==> config.mk <==
export PLATFORM = sky130hd
export DESIGN_NAME = switch_queue_vlan_entry_regs
export DESIGN_NICKNAME = d
export VERILOG_FILES = /design/src/switch_queue_vlan_entry_pkg.sv /design/src/two_queue_mapper.sv /design/src/switch_queue_vlan_entry_regs.sv
export VERILOG_INCLUDE_DIRS = /design/src
export SDC_FILE = /design/constraint.sdc
export NUM_CORES = 1
export LEC_CHECK = 0
export ABC_AREA = 1
export BUFFER_PORTS_ARGS = -buffer_cell sky130_fd_sc_hd__buf_2
export CORE_ASPECT_RATIO = 0.5
export CORE_MARGIN = 5
export CORE_UTILIZATION = 46
export DETAILED_ROUTE_END_ITERATION = 10
export PLACE_DENSITY = 0.85
export SYNTH_ARGS = -nofsm -noshare
export SYNTH_HDL_FRONTEND = slang
export SYNTH_HIERARCHICAL = 1
export SYNTH_SLANG_ARGS = --single-unit
export TNS_END_PERCENT = 100
==> constraint.sdc <==
create_clock -name i_clock -period 3.12 [get_ports i_clock]
set_input_delay 0.312 -clock i_clock [delete_from_list [all_inputs] [get_ports i_clock]]
set_output_delay 0.312 -clock i_clock [all_outputs]
set_load 0.01 [all_outputs]
==> src/switch_queue_vlan_entry_map.svh <==
// offsets, field positions, codes and reset values of the queue control and vlan entry word zero registers
// assumes byte addressing on a 16-bit register address, one aligned 32-bit word per register
//
// Operation
// - two-queue mapping field applies only while two-queue egress mode is selected
// - map code 00: priorities 0-2 low queue, 3 high; code 01 unused
// - map code 10, reset value: priorities 0-1 low queue, 2-3 high
// - map code 11: priority 0 low queue, priorities 1-3 high
// - discard bit set, reset value: every frame limited to ingress forwarding ports
// - discard bit clear: single-destination frames not limited to ingress forwarding ports
// - discard bit clear, mirroring on: mirrored single-destination frame is dropped
// - entry bit 31 is the valid flag, reset zero
// - forward override bit 27 set on a valid entry: forward to the entry's own egress port map
// - forward override clear: ports come from lookup, vlan or unknown handling
// - entry holds 3-bit priority in bits 26:24, reset zero
// - entry holds 3-bit spanning tree instance in bits 14:12, reset zero
// - entry holds 7-bit filter identifier in bits 6:0 for lookup hashing
// - egress port map bits 6:0 are ports 7:1, bit 4 reserved
`ifndef SWITCH_QUEUE_VLAN_ENTRY_MAP_SVH
`define SWITCH_QUEUE_VLAN_ENTRY_MAP_SVH

`define QUEUE_CTRL_OFFSET     16'h0390
`define VLAN_ENTRY0_OFFSET    16'h0400

`define TQ_MAP_MSB            7
`define TQ_MAP_LSB            6
`define QRSV_MSB              5
`define QRSV_LSB              2
`define UCAST_DISCARD_BIT     1
`define QRSV0_BIT             0

`define ENTRY_VALID_BIT       31
`define ENTRY_FWD_OVR_BIT     27
`define ENTRY_PRIO_MSB        26
`define ENTRY_PRIO_LSB        24
`define ENTRY_STI_MSB         14
`define ENTRY_STI_LSB         12
`define ENTRY_FILTER_MSB      6
`define ENTRY_FILTER_LSB      0

`define TQ_MAP_RESET          2'h2
`define QRSV_RESET            4'h0
`define UCAST_DISCARD_RESET   1'h1
`define QRSV0_RESET           1'h0
`define ENTRY_VALID_RESET     1'h0
`define ENTRY_FWD_OVR_RESET   1'h0
`define ENTRY_PRIO_RESET      3'h0
`define ENTRY_STI_RESET       3'h0
`define ENTRY_FILTER_RESET    7'h00

`define TQ_CODE_THREE_LOW     2'h0
`define TQ_CODE_UNUSED        2'h1
`define TQ_CODE_TWO_LOW       2'h2
`define TQ_CODE_ONE_LOW       2'h3

`define QUEUE_LOW             2'h0
`define QUEUE_HIGH            2'h1

`define PORT_RESERVED_BIT     4

`endif

==> src/switch_queue_vlan_entry_pkg.sv <==
// types shared by the queue control and vlan entry register bank
// assumes the map header is included by the modules that need offsets
package switch_queue_vlan_entry_pkg;

	typedef logic [6:0] port_map_t;

	typedef struct packed {
		logic [1:0] two_queue_priority_map;
		logic [3:0] reserved_rw;
		logic       unicast_membership_discard;
		logic       reserved_rw0;
	} queue_ctrl_t;

	typedef struct packed {
		logic       entry_valid;
		logic       entry_forward_override;
		logic [2:0] vlan_priority;
		logic [2:0] spanning_tree_instance;
		logic [6:0] filter_identifier;
	} vlan_entry_t;

	typedef struct packed {
		port_map_t ingress_member_map;
		port_map_t other_source_map;
		port_map_t vlan_forward_map;
		logic      single_destination;
		logic      mirrored;
	} frame_req_t;

	typedef struct packed {
		port_map_t forward_map;
		logic      dropped;
	} fwd_result_t;

endpackage

==> src/two_queue_mapper.sv <==
// maps a 2-bit regenerated priority onto a low or high egress queue in two-queue mode, else passes it through
// assumes the caller registers the result; purely combinational
`timescale 1ns/1ns
`include "switch_queue_vlan_entry_map.svh"
module two_queue_mapper (
	input  wire logic [1:0] i_map_code,
	input  wire logic       i_two_queue_mode,
	input  wire logic [1:0] i_priority,
	output logic      [1:0] o_queue
);

	////////////////////////////////////////////////////////////////////////////////
	// decode of the mapping code into a high-queue decision
	function automatic logic goes_high(input logic [1:0] code, input logic [1:0] prio);
		logic high;
		high = 1'b0;
		case (code)
			`TQ_CODE_THREE_LOW: high = (prio == 2'h3);
			`TQ_CODE_TWO_LOW:   high = (prio >= 2'h2);
			`TQ_CODE_ONE_LOW:   high = (prio >= 2'h1);
			`TQ_CODE_UNUSED:    high = (prio >= 2'h2);
			default:            high = (prio >= 2'h2);
		endcase
		return high;
	endfunction

	////////////////////////////////////////////////////////////////////////////////
	// four-queue mode passes the priority through unchanged
	always_comb begin
		if (i_two_queue_mode) begin
			o_queue = goes_high(i_map_code, i_priority) ? `QUEUE_HIGH : `QUEUE_LOW;
		end else begin
			o_queue = i_priority;
		end
	end

endmodule

==> src/switch_queue_vlan_entry_regs.sv <==
// queue management control and vlan entry word zero registers with their datapath use
// assumes a single-cycle strobe register port and synchronous side-band frame requests
//
// Our own choice: the plain strobed port.
`timescale 1ns/1ns
`include "switch_queue_vlan_entry_map.svh"
module switch_queue_vlan_entry_regs (
	input  wire logic                                   i_clock,
	input  wire logic                                   i_arst_n,
	input  wire logic [15:0]                            i_reg_addr,
	input  wire logic [31:0]                            i_reg_wr_data,
	input  wire logic                                   i_reg_wr_en,
	input  wire logic                                   i_reg_rd_en,
	output logic      [31:0]                            o_reg_rd_data,
	input  wire logic                                   i_two_queue_mode,
	input  wire logic                                   i_queue_req_valid,
	input  wire logic [1:0]                             i_regen_priority,
	output logic                                        o_queue_valid,
	output logic      [1:0]                             o_queue_select,
	input  wire logic                                   i_mirror_enable,
	input  wire logic                                   i_frame_valid,
	input  wire switch_queue_vlan_entry_pkg::frame_req_t i_frame,
	output logic                                        o_fwd_valid,
	output switch_queue_vlan_entry_pkg::fwd_result_t    o_fwd,
	output switch_queue_vlan_entry_pkg::vlan_entry_t    o_entry,
	output switch_queue_vlan_entry_pkg::queue_ctrl_t    o_queue_ctrl
);

	import switch_queue_vlan_entry_pkg::*;

	////////////////////////////////////////////////////////////////////////////////
	// register state

	queue_ctrl_t  queue_ctrl_ff;
	vlan_entry_t  entry_ff;
	logic [31:0]  rd_data_ff;

	logic         queue_valid_ff;
	logic [1:0]   queue_select_ff;

	logic         fwd_valid_ff;
	fwd_result_t  fwd_ff;

	////////////////////////////////////////////////////////////////////////////////
	// address decode

	logic         hit_queue_ctrl;
	logic         hit_entry;
	logic         wr_queue_ctrl;
	logic         wr_entry;
	logic         rd_queue_ctrl;
	logic         rd_entry;
	logic [31:0]  nxt_rd_data;

	// one word per register, so only an exact match selects it
	function automatic logic addr_hit(input logic [15:0] addr, input logic [15:0] offset);
		return (addr == offset);
	endfunction

	assign hit_queue_ctrl = addr_hit(i_reg_addr, `QUEUE_CTRL_OFFSET);
	assign hit_entry      = addr_hit(i_reg_addr, `VLAN_ENTRY0_OFFSET);
	assign wr_queue_ctrl  = i_reg_wr_en & hit_queue_ctrl;
	assign wr_entry       = i_reg_wr_en & hit_entry;
	assign rd_queue_ctrl  = i_reg_rd_en & hit_queue_ctrl;
	assign rd_entry       = i_reg_rd_en & hit_entry;

	////////////////////////////////////////////////////////////////////////////////
	// packing of register images, read-only reserved bits held at zero

	function automatic logic [31:0] pack_queue_ctrl(input queue_ctrl_t q);
		logic [31:0] word;
		word = 32'h0000_0000;
		word[`TQ_MAP_MSB:`TQ_MAP_LSB] = q.two_queue_priority_map;
		word[`QRSV_MSB:`QRSV_LSB]     = q.reserved_rw;
		word[`UCAST_DISCARD_BIT]      = q.unicast_membership_discard;
		word[`QRSV0_BIT]              = q.reserved_rw0;
		return word;
	endfunction

	function automatic logic [31:0] pack_entry(input vlan_entry_t e);
		logic [31:0] word;
		word = 32'h0000_0000;
		word[`ENTRY_VALID_BIT]                   = e.entry_valid;
		word[`ENTRY_FWD_OVR_BIT]                 = e.entry_forward_override;
		word[`ENTRY_PRIO_MSB:`ENTRY_PRIO_LSB]    = e.vlan_priority;
		word[`ENTRY_STI_MSB:`ENTRY_STI_LSB]      = e.spanning_tree_instance;
		word[`ENTRY_FILTER_MSB:`ENTRY_FILTER_LSB] = e.filter_identifier;
		return word;
	endfunction

	////////////////////////////////////////////////////////////////////////////////
	// register images as software reads them

	logic [31:0]  queue_ctrl_image;
	logic [31:0]  entry_image;

	assign queue_ctrl_image = pack_queue_ctrl(queue_ctrl_ff);
	assign entry_image      = pack_entry(entry_ff);

	////////////////////////////////////////////////////////////////////////////////
	// next register values; only the writable ranges of the write word are taken

	queue_ctrl_t  nxt_queue_ctrl;
	vlan_entry_t  nxt_entry;

	always_comb begin
		nxt_queue_ctrl = queue_ctrl_ff;
		if (wr_queue_ctrl) begin
			nxt_queue_ctrl.two_queue_priority_map     = i_reg_wr_data[`TQ_MAP_MSB:`TQ_MAP_LSB];
			nxt_queue_ctrl.reserved_rw                = i_reg_wr_data[`QRSV_MSB:`QRSV_LSB];
			nxt_queue_ctrl.unicast_membership_discard = i_reg_wr_data[`UCAST_DISCARD_BIT];
			nxt_queue_ctrl.reserved_rw0               = i_reg_wr_data[`QRSV0_BIT];
		end
	end

	always_comb begin
		nxt_entry = entry_ff;
		if (wr_entry) begin
			nxt_entry.entry_valid            = i_reg_wr_data[`ENTRY_VALID_BIT];
			nxt_entry.entry_forward_override = i_reg_wr_data[`ENTRY_FWD_OVR_BIT];
			nxt_entry.vlan_priority          = i_reg_wr_data[`ENTRY_PRIO_MSB:`ENTRY_PRIO_LSB];
			nxt_entry.spanning_tree_instance = i_reg_wr_data[`ENTRY_STI_MSB:`ENTRY_STI_LSB];
			nxt_entry.filter_identifier      = i_reg_wr_data[`ENTRY_FILTER_MSB:`ENTRY_FILTER_LSB];
		end
	end

	////////////////////////////////////////////////////////////////////////////////
	// queue management control writes

	always_ff @(posedge i_clock or negedge i_arst_n) begin
		if (!i_arst_n) begin
			queue_ctrl_ff.two_queue_priority_map <= `TQ_MAP_RESET;
		end else if (wr_queue_ctrl) begin
			queue_ctrl_ff.two_queue_priority_map <= nxt_queue_ctrl.two_queue_priority_map;
		end
	end

	always_ff @(posedge i_clock or negedge i_arst_n) begin
		if (!i_arst_n) begin
			queue_ctrl_ff.reserved_rw  <= `QRSV_RESET;
			queue_ctrl_ff.reserved_rw0 <= `QRSV0_RESET;
		end else if (wr_queue_ctrl) begin
			queue_ctrl_ff.reserved_rw  <= nxt_queue_ctrl.reserved_rw;
			queue_ctrl_ff.reserved_rw0 <= nxt_queue_ctrl.reserved_rw0;
		end
	end

	always_ff @(posedge i_clock or negedge i_arst_n) begin
		if (!i_arst_n) begin
			queue_ctrl_ff.unicast_membership_discard <= `UCAST_DISCARD_RESET;
		end else if (wr_queue_ctrl) begin
			queue_ctrl_ff.unicast_membership_discard <= nxt_queue_ctrl.unicast_membership_discard;
		end
	end

	////////////////////////////////////////////////////////////////////////////////
	// vlan entry word zero writes, reserved ranges dropped

	always_ff @(posedge i_clock or negedge i_arst_n) begin
		if (!i_arst_n) begin
			entry_ff.entry_valid <= `ENTRY_VALID_RESET;
		end else if (wr_entry) begin
			entry_ff.entry_valid <= nxt_entry.entry_valid;
		end
	end

	always_ff @(posedge i_clock or negedge i_arst_n) begin
		if (!i_arst_n) begin
			entry_ff.entry_forward_override <= `ENTRY_FWD_OVR_RESET;
		end else if (wr_entry) begin
			entry_ff.entry_forward_override <= nxt_entry.entry_forward_override;
		end
	end

	always_ff @(posedge i_clock or negedge i_arst_n) begin
		if (!i_arst_n) begin
			entry_ff.vlan_priority <= `ENTRY_PRIO_RESET;
		end else if (wr_entry) begin
			entry_ff.vlan_priority <= nxt_entry.vlan_priority;
		end
	end

	always_ff @(posedge i_clock or negedge i_arst_n) begin
		if (!i_arst_n) begin
			entry_ff.spanning_tree_instance <= `ENTRY_STI_RESET;
		end else if (wr_entry) begin
			entry_ff.spanning_tree_instance <= nxt_entry.spanning_tree_instance;
		end
	end

	always_ff @(posedge i_clock or negedge i_arst_n) begin
		if (!i_arst_n) begin
			entry_ff.filter_identifier <= `ENTRY_FILTER_RESET;
		end else if (wr_entry) begin
			entry_ff.filter_identifier <= nxt_entry.filter_identifier;
		end
	end

	////////////////////////////////////////////////////////////////////////////////
	// read port: data stands only in the cycle after the strobe

	always_comb begin
		nxt_rd_data = 32'h0000_0000;
		if (rd_queue_ctrl) begin
			nxt_rd_data = queue_ctrl_image;
		end else if (rd_entry) begin
			nxt_rd_data = entry_image;
		end else begin
			nxt_rd_data = 32'h0000_0000;
		end
	end

	always_ff @(posedge i_clock or negedge i_arst_n) begin
		if (!i_arst_n) begin
			rd_data_ff <= 32'h0000_0000;
		end else begin
			rd_data_ff <= nxt_rd_data;
		end
	end

	////////////////////////////////////////////////////////////////////////////////
	// queue request fields

	logic         queue_take;
	logic         queue_two_mode;
	logic [1:0]   queue_priority;

	assign queue_take     = i_queue_req_valid;
	assign queue_two_mode = i_two_queue_mode;
	assign queue_priority = i_regen_priority;

	////////////////////////////////////////////////////////////////////////////////
	// egress queue selection

	logic [1:0]   nxt_queue_select;

	two_queue_mapper u_two_queue_mapper (
		.i_map_code       (queue_ctrl_ff.two_queue_priority_map),
		.i_two_queue_mode (queue_two_mode),
		.i_priority       (queue_priority),
		.o_queue          (nxt_queue_select)
	);

	always_ff @(posedge i_clock or negedge i_arst_n) begin
		if (!i_arst_n) begin
			queue_valid_ff <= 1'b0;
		end else begin
			queue_valid_ff <= queue_take;
		end
	end

	always_ff @(posedge i_clock or negedge i_arst_n) begin
		if (!i_arst_n) begin
			queue_select_ff <= `QUEUE_LOW;
		end else if (queue_take) begin
			queue_select_ff <= nxt_queue_select;
		end
	end

	////////////////////////////////////////////////////////////////////////////////
	// frame request fields

	logic         frame_take;
	port_map_t    ingress_map;
	port_map_t    other_map;
	port_map_t    vlan_map;
	logic         single_dest;
	logic         mirrored_frame;

	assign frame_take     = i_frame_valid;
	assign ingress_map    = i_frame.ingress_member_map;
	assign other_map      = i_frame.other_source_map;
	assign vlan_map       = i_frame.vlan_forward_map;
	assign single_dest    = i_frame.single_destination;
	assign mirrored_frame = i_frame.mirrored;

	////////////////////////////////////////////////////////////////////////////////
	// forwarding port resolution

	logic         use_entry_map;
	logic         restrict_to_member;
	logic         mirror_drop;
	port_map_t    candidate_map;
	port_map_t    member_mask;
	port_map_t    nxt_forward_map;

	// an invalid staged entry never overrides the other sources
	assign use_entry_map = entry_ff.entry_valid & entry_ff.entry_forward_override;

	// multi-destination frames stay limited even with the discard bit clear
	assign restrict_to_member = queue_ctrl_ff.unicast_membership_discard | ~single_dest;

	assign mirror_drop = ~queue_ctrl_ff.unicast_membership_discard & single_dest
		& i_mirror_enable & mirrored_frame;

	genvar port_idx;
	generate
		for (port_idx = 0; port_idx < 7; port_idx = port_idx + 1) begin : g_port
			if (port_idx == `PORT_RESERVED_BIT) begin : g_reserved
				assign candidate_map[port_idx]   = 1'b0;
				assign member_mask[port_idx]     = 1'b0;
				assign nxt_forward_map[port_idx] = 1'b0;
			end else begin : g_used
				assign candidate_map[port_idx] = use_entry_map ? vlan_map[port_idx]
					: other_map[port_idx];
				assign member_mask[port_idx] = ~restrict_to_member | ingress_map[port_idx];
				assign nxt_forward_map[port_idx] = candidate_map[port_idx] & member_mask[port_idx] & ~mirror_drop;
			end
		end
	endgenerate

	always_ff @(posedge i_clock or negedge i_arst_n) begin
		if (!i_arst_n) begin
			fwd_valid_ff <= 1'b0;
		end else begin
			fwd_valid_ff <= frame_take;
		end
	end

	always_ff @(posedge i_clock or negedge i_arst_n) begin
		if (!i_arst_n) begin
			fwd_ff.forward_map <= 7'h00;
		end else if (frame_take) begin
			fwd_ff.forward_map <= nxt_forward_map;
		end
	end

	always_ff @(posedge i_clock or negedge i_arst_n) begin
		if (!i_arst_n) begin
			fwd_ff.dropped <= 1'b0;
		end else if (frame_take) begin
			fwd_ff.dropped <= mirror_drop;
		end
	end

	////////////////////////////////////////////////////////////////////////////////
	// outputs straight from flip-flops

	assign o_reg_rd_data  = rd_data_ff;
	assign o_queue_valid  = queue_valid_ff;
	assign o_queue_select = queue_select_ff;
	assign o_fwd_valid    = fwd_valid_ff;
	assign o_fwd          = fwd_ff;
	assign o_entry        = entry_ff;
	assign o_queue_ctrl   = queue_ctrl_ff;

endmodule

==> results_dict.tcl, run 1 <==
set metrics [dict create \
    grt_usage 0.166 \
    synthAdderAreaFrac 0.0105 \
    path_depth 7 \
    slowest_stage "nor2_4" \
    drv_cap 0 \
    synth-simple-area-share 0.323 \
    powerDensity_mw_per_mm2 391 \
    met1_usage 0.202 \
    path_cells "buf_2, nor2_1, nand2_1, nor2_4, nand3_2, nand2_1, nand2_1" \
    drt-total-wl_um 5810 \
    post-route-period-util 0.500 \
    detail_route.wl_per_cell_um 12.8 \
    io_buffers 111 \
    syn_avg_cell_area_sq_um 8.54 \
    seqCellArea_sq_mm 0.00125 \
    grt-busiest-layer "met2" \
    worst_pin_slew_ns 1.06 \
    syn_to_final_growth_pct 25.8 \
    seq_area_frac_synth 0.526 \
    p_total_uw 1170 \
    rsz0062_at_grt "no" \
    ant_nets 0 \
    synthMuxAreaShare 0.00945 \
    coreArea_sq_mm 0.00498 \
    floorplan.initialDensity 0.479 \
    cp.required_ns 3.31 \
    placedCellCount 446 \
    r2r_start "o_queue_ctrl[7]$_DFFE_PN1P_" \
    ctsHoldBuffers 0 \
    grt_overflow_total 0 \
    criticalPathCategory "input port to flop" \
    ys_ff_latch 50 \
    cts_max_level 2 \
    fmax_mhz 641 \
    rows 18 \
    path_max_fanout 24 \
    ioPinCount 148 \
    yosys.area.top_type "dfrtp_1" \
    setup-violations-final 0 \
    numCtsBuffers 5 \
    power.leakage_uw 0.00176 \
    ys_warn_count 6 \
    syn_inst 279 \
    min_period_ns 1.56 \
    ir_drop_uv 203 \
    grt_start_max_net_pins 51 \
    skew_ns 0.00427 \
    fill_cells 446 \
    run_status "complete, no violations" \
    drive_gt1_frac 0.339 \
    crit_path_end_kind "flop" \
    path_clk_slew_ns 0.09 \
    post-cts-setup-buffers 0 \
    clock_sinks 50 \
    firstDrtPassIters 5 \
    slowest_delay_ns 0.47 \
    num_antenna_cells 0 \
    yosys-top-cells-area "dfrtp_1 (50%), nand2_1 (15%), nand4_1 (9.7%)" \
    fin_tns_setup_ns 0 \
    antenna_found_initial 0 \
    r2r_end "o_queue_select[0]$_DFFE_PN0P_" \
    critPathLaunch "i_reg_addr[5]" \
    post_cts_resized 0 \
    worstRegToRegCells 7 \
    syn_area_sq_mm 0.00238 \
    multiInputGateArea_sq_um 926 \
    critPathLaunchType "input port" \
    die_height_um 60.9 \
    grt_pass1_vias 2083 \
    vias_per_cell 4.77 \
    synth_top_area_frac 0.504 \
    synth_cell_types 17 \
    grt_use_met3 0.0388 \
    cts_tree "built" \
    die_w_um 112 \
    synth_compound_area_frac 0.0189 \
    dpl.hpwl_um 4360 \
    fin_nets 466 \
    relSlewSlack 0.292 \
    synth_top_family_by_area "simple AND/OR/NAND/NOR gates" \
    critical_path.endpoint "o_entry[11]$_DFFE_PN0P_" \
    synth_xor_area_frac 0 \
    grt_pass1_wl_um 9200 \
    clk_path_buf_depth 2 \
    regToRegSetupSlack_ns 1.64 \
    clockRootBuffer "clkbuf_8" \
    arrival_ns 1.75 \
    drt_iter0_drc 147 \
    stdcell_count 454 \
    maxSlewViolCount 0 \
    met2_usage 0.300 \
    min_path_type "input port to flop" \
    crit_buf_inv 1 \
    place.gp.congestion 0.782 \
    clk_latency_ns 0.30 \
    cp_top_family "simple AND/OR/NAND/NOR gates" \
    dieArea_sq_mm 0.00681 \
    drc 0 \
    final_hold_viol_count 0 \
    vias 2166 \
    crit_path_frequent_cell "nand2_1" \
]
[Yosys cell counts (all sizes together)]
library cell   n
nand2         93
inv           17
o211ai         6
nand3         12
conb           1
nor2          27
ha             2
dfstp          2
nand4         37
mux2           2
buf           25
clkbuf         7
dfrtp         48
[sequential cells by signal, summed over array words and instances, names as in the netlist]
register / flops
o_queue_valid: 1
o_queue_ctrl: 8
o_fwd_valid: 1
o_queue_select: 2
o_entry: 15
o_fwd: 7
o_reg_rd_data: 16
[cell usage in the layout, fill, tap and decap left out]
| cell type | instances |
|---|---|
| buf_4 | 2 |
| nand4_1 | 37 |
| nor2_4 | 2 |
| nand3_1 | 10 |
| dfstp_2 | 2 |
| nand3_2 | 2 |
| nor2_1 | 24 |
| buf_2 | 111 |
| ha_1 | 2 |
| mux2_2 | 2 |
| nor2_2 | 1 |
| clkinv_2 | 1 |
| nand2_1 | 93 |
| inv_1 | 17 |
| clkbuf_8 | 6 |
| conb_1 | 17 |
| dfrtp_1 | 48 |
| clkinvlp_4 | 1 |
| o211ai_1 | 6 |
[through the flow]
stage | hold WS [ns] | area, sq um | setup slack [ns] | utilization
global placement | 0.451 | 2900 | 1.26 | 0.583
CTS | 0.141 | 3000 | 1.56 | 0.602
detailed placement | 0.452 | 2900 | 1.24 | 0.583
floorplan | 0.0164 | 2440 | 1.67 | -
finish | 0.145 | 3000 | 1.56 | 0.602
global route | 0.135 | 3000 | 1.38 | 0.602
[where the power goes]
part,leakage [uW],switching (uW),internal (uW)
clock,0.0000472,207,178
combinational,0.00104,71.6,47.6
sequential,0.000675,6.01,660
[how the worst min path moves through the flow]
stage             startpoint                      to  slack (ns)  cells after the start
2_1_floorplan       i_arst_n  o_entry[0]$_DFFE_PN0P_        0.02                      0
3_3_place_gp   i_frame_valid   o_fwd_valid$_DFF_PN0_        0.45                      1
3_5_place_dp   i_frame_valid   o_fwd_valid$_DFF_PN0_        0.45                      1
4_1_cts        i_frame_valid   o_fwd_valid$_DFF_PN0_        0.14                      1
5_1_grt        i_frame_valid   o_fwd_valid$_DFF_PN0_        0.13                      1
6_report       i_frame_valid   o_fwd_valid$_DFF_PN0_        0.15                      1
[logic make-up after synthesis]
family | count (synthesis)
multiplexers | 2
adder cells (fa/ha/maj) | 2
other | 1
buffers and inverters | 49
flip-flops | 50
AND/OR/NAND/NOR | 169
AO/OA/AOI/OAI | 6
[final cells by class]
type                    instances  share of cell area
flip-flops and latches         50               0.418
well taps                      70              0.0292
clock inverters                 2             0.00418
repair buffers                113               0.190
inverters                      17              0.0213
clock buffers                   6              0.0276
multi-input cells             196               0.309
[layer usage]
layer,routed length (um),vias up
met5,0,-
met4,91,0
met3,446,8
met2,2940,83
met1,2330,992
li1,-,1083
Power figures use the tool's default switching activity.
==> run 2: changes to the inputs <==
Settings changed: ABC_AREA 1 to 0, CORE_UTILIZATION 46 to 38, PLACE_DENSITY 0.85 to 0.77.
Clock period 3.12 ns to 1.4 ns, I/O delays scaled along.
==> run 2 against run 1 <==
  * The run now ends with negative setup slack left
  * Worst hold slack got worse by 0.13 ns
  * Wire length fell by 7.5%
  * Sequential power rose by 120%
  * Total power rose to 2.8 times the previous value
  * Clock power rose to 4.0 times the previous value
  * Combinational power rose by 130%
  * Register-to-register slack got worse by 1.8 ns
  * Clock-buffer cell count did not move
  * Critical path depth fell by 1
  * Worst setup slack got worse by 1.7 ns
  * Synthesized area fell by 6.8%
  * Critical path type is now flop to flop
==> results_dict.tcl, run 2 <==
set metrics [dict create \
    syn_inst 168 \
    vias_per_cell 4.59 \
    drc 0 \
    cp.required_ns 1.57 \
    rsz0062_at_grt "yes" \
    netlist_top_cells_count "dfrtp_1 (48), buf_4 (17), mux2_2 (15)" \
    grt_start_max_net_pins 36 \
    maxSlewViolCount 0 \
    critPathLaunchType "flop" \
    drt-total-wl_um 5370 \
    detail_route.wl_per_cell_um 14.8 \
    clock_sinks 50 \
    synth_ff_type "dfrtp_1" \
    ys_ff_latch 50 \
    post-route-period-util 1.08 \
    yosys-top-cells-area "dfrtp_1 (54%), mux2_2 (7.6%), mux2_4 (6.8%)" \
    fin_tns_setup_ns -0.110 \
    io_buffers 111 \
    skew_ns 0.00242 \
    fmax_mhz 662 \
    setup-violations-final 1 \
    final_common_cell "buf_2" \
    cts_tree "built" \
    power.leakage_uw 0.00172 \
    violations "negative setup slack" \
    synth_edf_count 0 \
    drive_gt1_frac 0.574 \
    run_status "finished with violations" \
    ioPinCount 148 \
    rows 19 \
    grt_overflow_total 0 \
    path_max_fanout 2 \
    vias 1670 \
    grt_pass1_wl_um 8830 \
    grt_usage 0.140 \
    floorplan.initialDensity 0.399 \
    drt_iter0_drc 39 \
    largest_reg_flops 16 \
    grt_pass1_vias 1777 \
    coreArea_sq_mm 0.00556 \
    clk_path_buf_depth 2 \
    ir_drop_uv 763 \
    arrival_ns 1.68 \
    final_cell_mix "buf_2 (111), dfrtp_1 (48), conb_1 (17)" \
    cts_max_level 2 \
    syn_area_sq_mm 0.00222 \
    syn_to_final_growth_pct 39.3 \
    seq_area_frac_synth 0.565 \
    synth_cell_types 33 \
    dpl.hpwl_um 4340 \
    timing.final.ws_setup_ns -0.110 \
    syn_avg_cell_area_sq_um 13.2 \
    numCtsBuffers 5 \
    criticalPathCategory "flop to flop" \
    firstDrtPassIters 4 \
    synthArstFlopShare 1.00 \
    die_height_um 64.1 \
    clockRootBuffer "clkbuf_16" \
    die_w_um 118 \
    yosysMostFrequentCell "dfrtp_1" \
    num_antenna_cells 0 \
    ant_nets 0 \
    fin_util 0.556 \
    antenna_found_initial 0 \
    min_path_type "input port to flop" \
    ys_warn_count 6 \
    fin_nets 373 \
    clk_latency_ns 0.28 \
    place.gp.congestion 0.797 \
    powerDensity_mw_per_mm2 1070 \
    drv_cap 0 \
    synth_top_area_frac 0.541 \
    dieArea_sq_mm 0.00757 \
    yosys.area.top_type "dfrtp_1" \
    crit_path_end_kind "flop" \
    path_clk_slew_ns 0.06 \
    final_hold_viol_count 0 \
    min_period_ns 1.51 \
]
==> run 2: kinds of logic after synthesis <==
kind of cell / share of synthesized area
AOI/OAI and AO/OA: 0.0828
and+or+nand+nor: 0.109
muxes: 0.144
adders and majority gates: 0.0113
buffers and inverters: 0.0873
other: 0.00169
DFF: 0.565
==> run 2: repair_timing <==
item / 4_1_cts / 5_1_grt
hold buffers: 1 / 0
buffers inserted: 0 / 0
gates resized for setup: 2 / 1
endpoints found under the setup margin: 4 / 1
pin swaps: 3 / 1
gates cloned: 0 / 0
endpoints found under the hold margin: 14 / 0
==> run 2: worst paths after layout <==
path,to,depth (start not counted),slack [ns],start
hold reg to reg,o_fwd[0]$_DFFE_PN0P_,1,0.48,o_fwd[0]$_DFFE_PN0P_
max in group asynchronous,o_queue_ctrl[1]$_DFFE_PN1P_,3,0.53,i_arst_n
hold / removal,o_queue_valid$_DFF_PN0_,1,0.01,i_queue_req_valid
setup / recovery,o_queue_select[0]$_DFFE_PN0P_,6,-0.11,o_queue_ctrl[7]$_DFFE_PN1P_
setup reg to reg,o_queue_select[0]$_DFFE_PN0P_,6,-0.11,o_queue_ctrl[7]$_DFFE_PN1P_
min in group asynchronous,o_entry[4]$_DFFE_PN0P_,2,0.31,i_arst_n
==> run 2: worst max-delay path: stages, from the launching register on <==
cell and delay (ns):
dfstp_2 0.54, inv_2 0.04, ha_4 0.21, o211ai_2 0.14, a21oi_2 0.07, a21o_1 0.15
mux2_4 0.25
==> run 2: where the power goes <==
part | internal, uW | switching, uW
clock network | 1070 | 483
registers | 1470 | 13.0
logic | 125 | 148
==> run 2: layout make-up <==
class	count	area, sq um
timing repair buffer	121	646
fill	473	2470
sequential	50	1250
clock buffer	6	139
inverter	8	30.0
multi-input combinational	104	873
clock inverter	2	60.1
tap	73	91.3
==> run 2: routing by layer <==
| layer | GRT usage | routed length [um] | vias up | share of wire |
|---|---|---|---|---|
| li1 | - | - | 797 | - |
| met1 | 0.155 | 2040 | 831 | 0.38 |
| met2 | 0.277 | 3060 | 33 | 0.57 |
| met3 | 0.0256 | 187 | 9 | 0.035 |
| met4 | 0.0386 | 81 | 0 | 0.015 |
| met5 | 0 | 0 | - | 0 |
==> run 2: through the flow <==
| step | area [sq um] | instances | power [uW] | setup slack [ns] | hold WS [ns] |
|---|---|---|---|---|---|
| 6_report | 3090 | 364 | 3310 | -0.110 | 0.0124 |
| 5_1_grt | 3090 | 364 | 3440 | -0.163 | 0.0103 |
| 4_1_cts | 3090 | 364 | 3350 | -0.132 | 0.00754 |
| 3_5_place_dp | 2870 | 355 | 1780 | -0.191 | 0.0775 |
| 3_3_place_gp | 2870 | 355 | 1770 | -0.139 | 0.0709 |
| 2_1_floorplan | 2310 | 184 | 1640 | -0.139 | -0.156 |
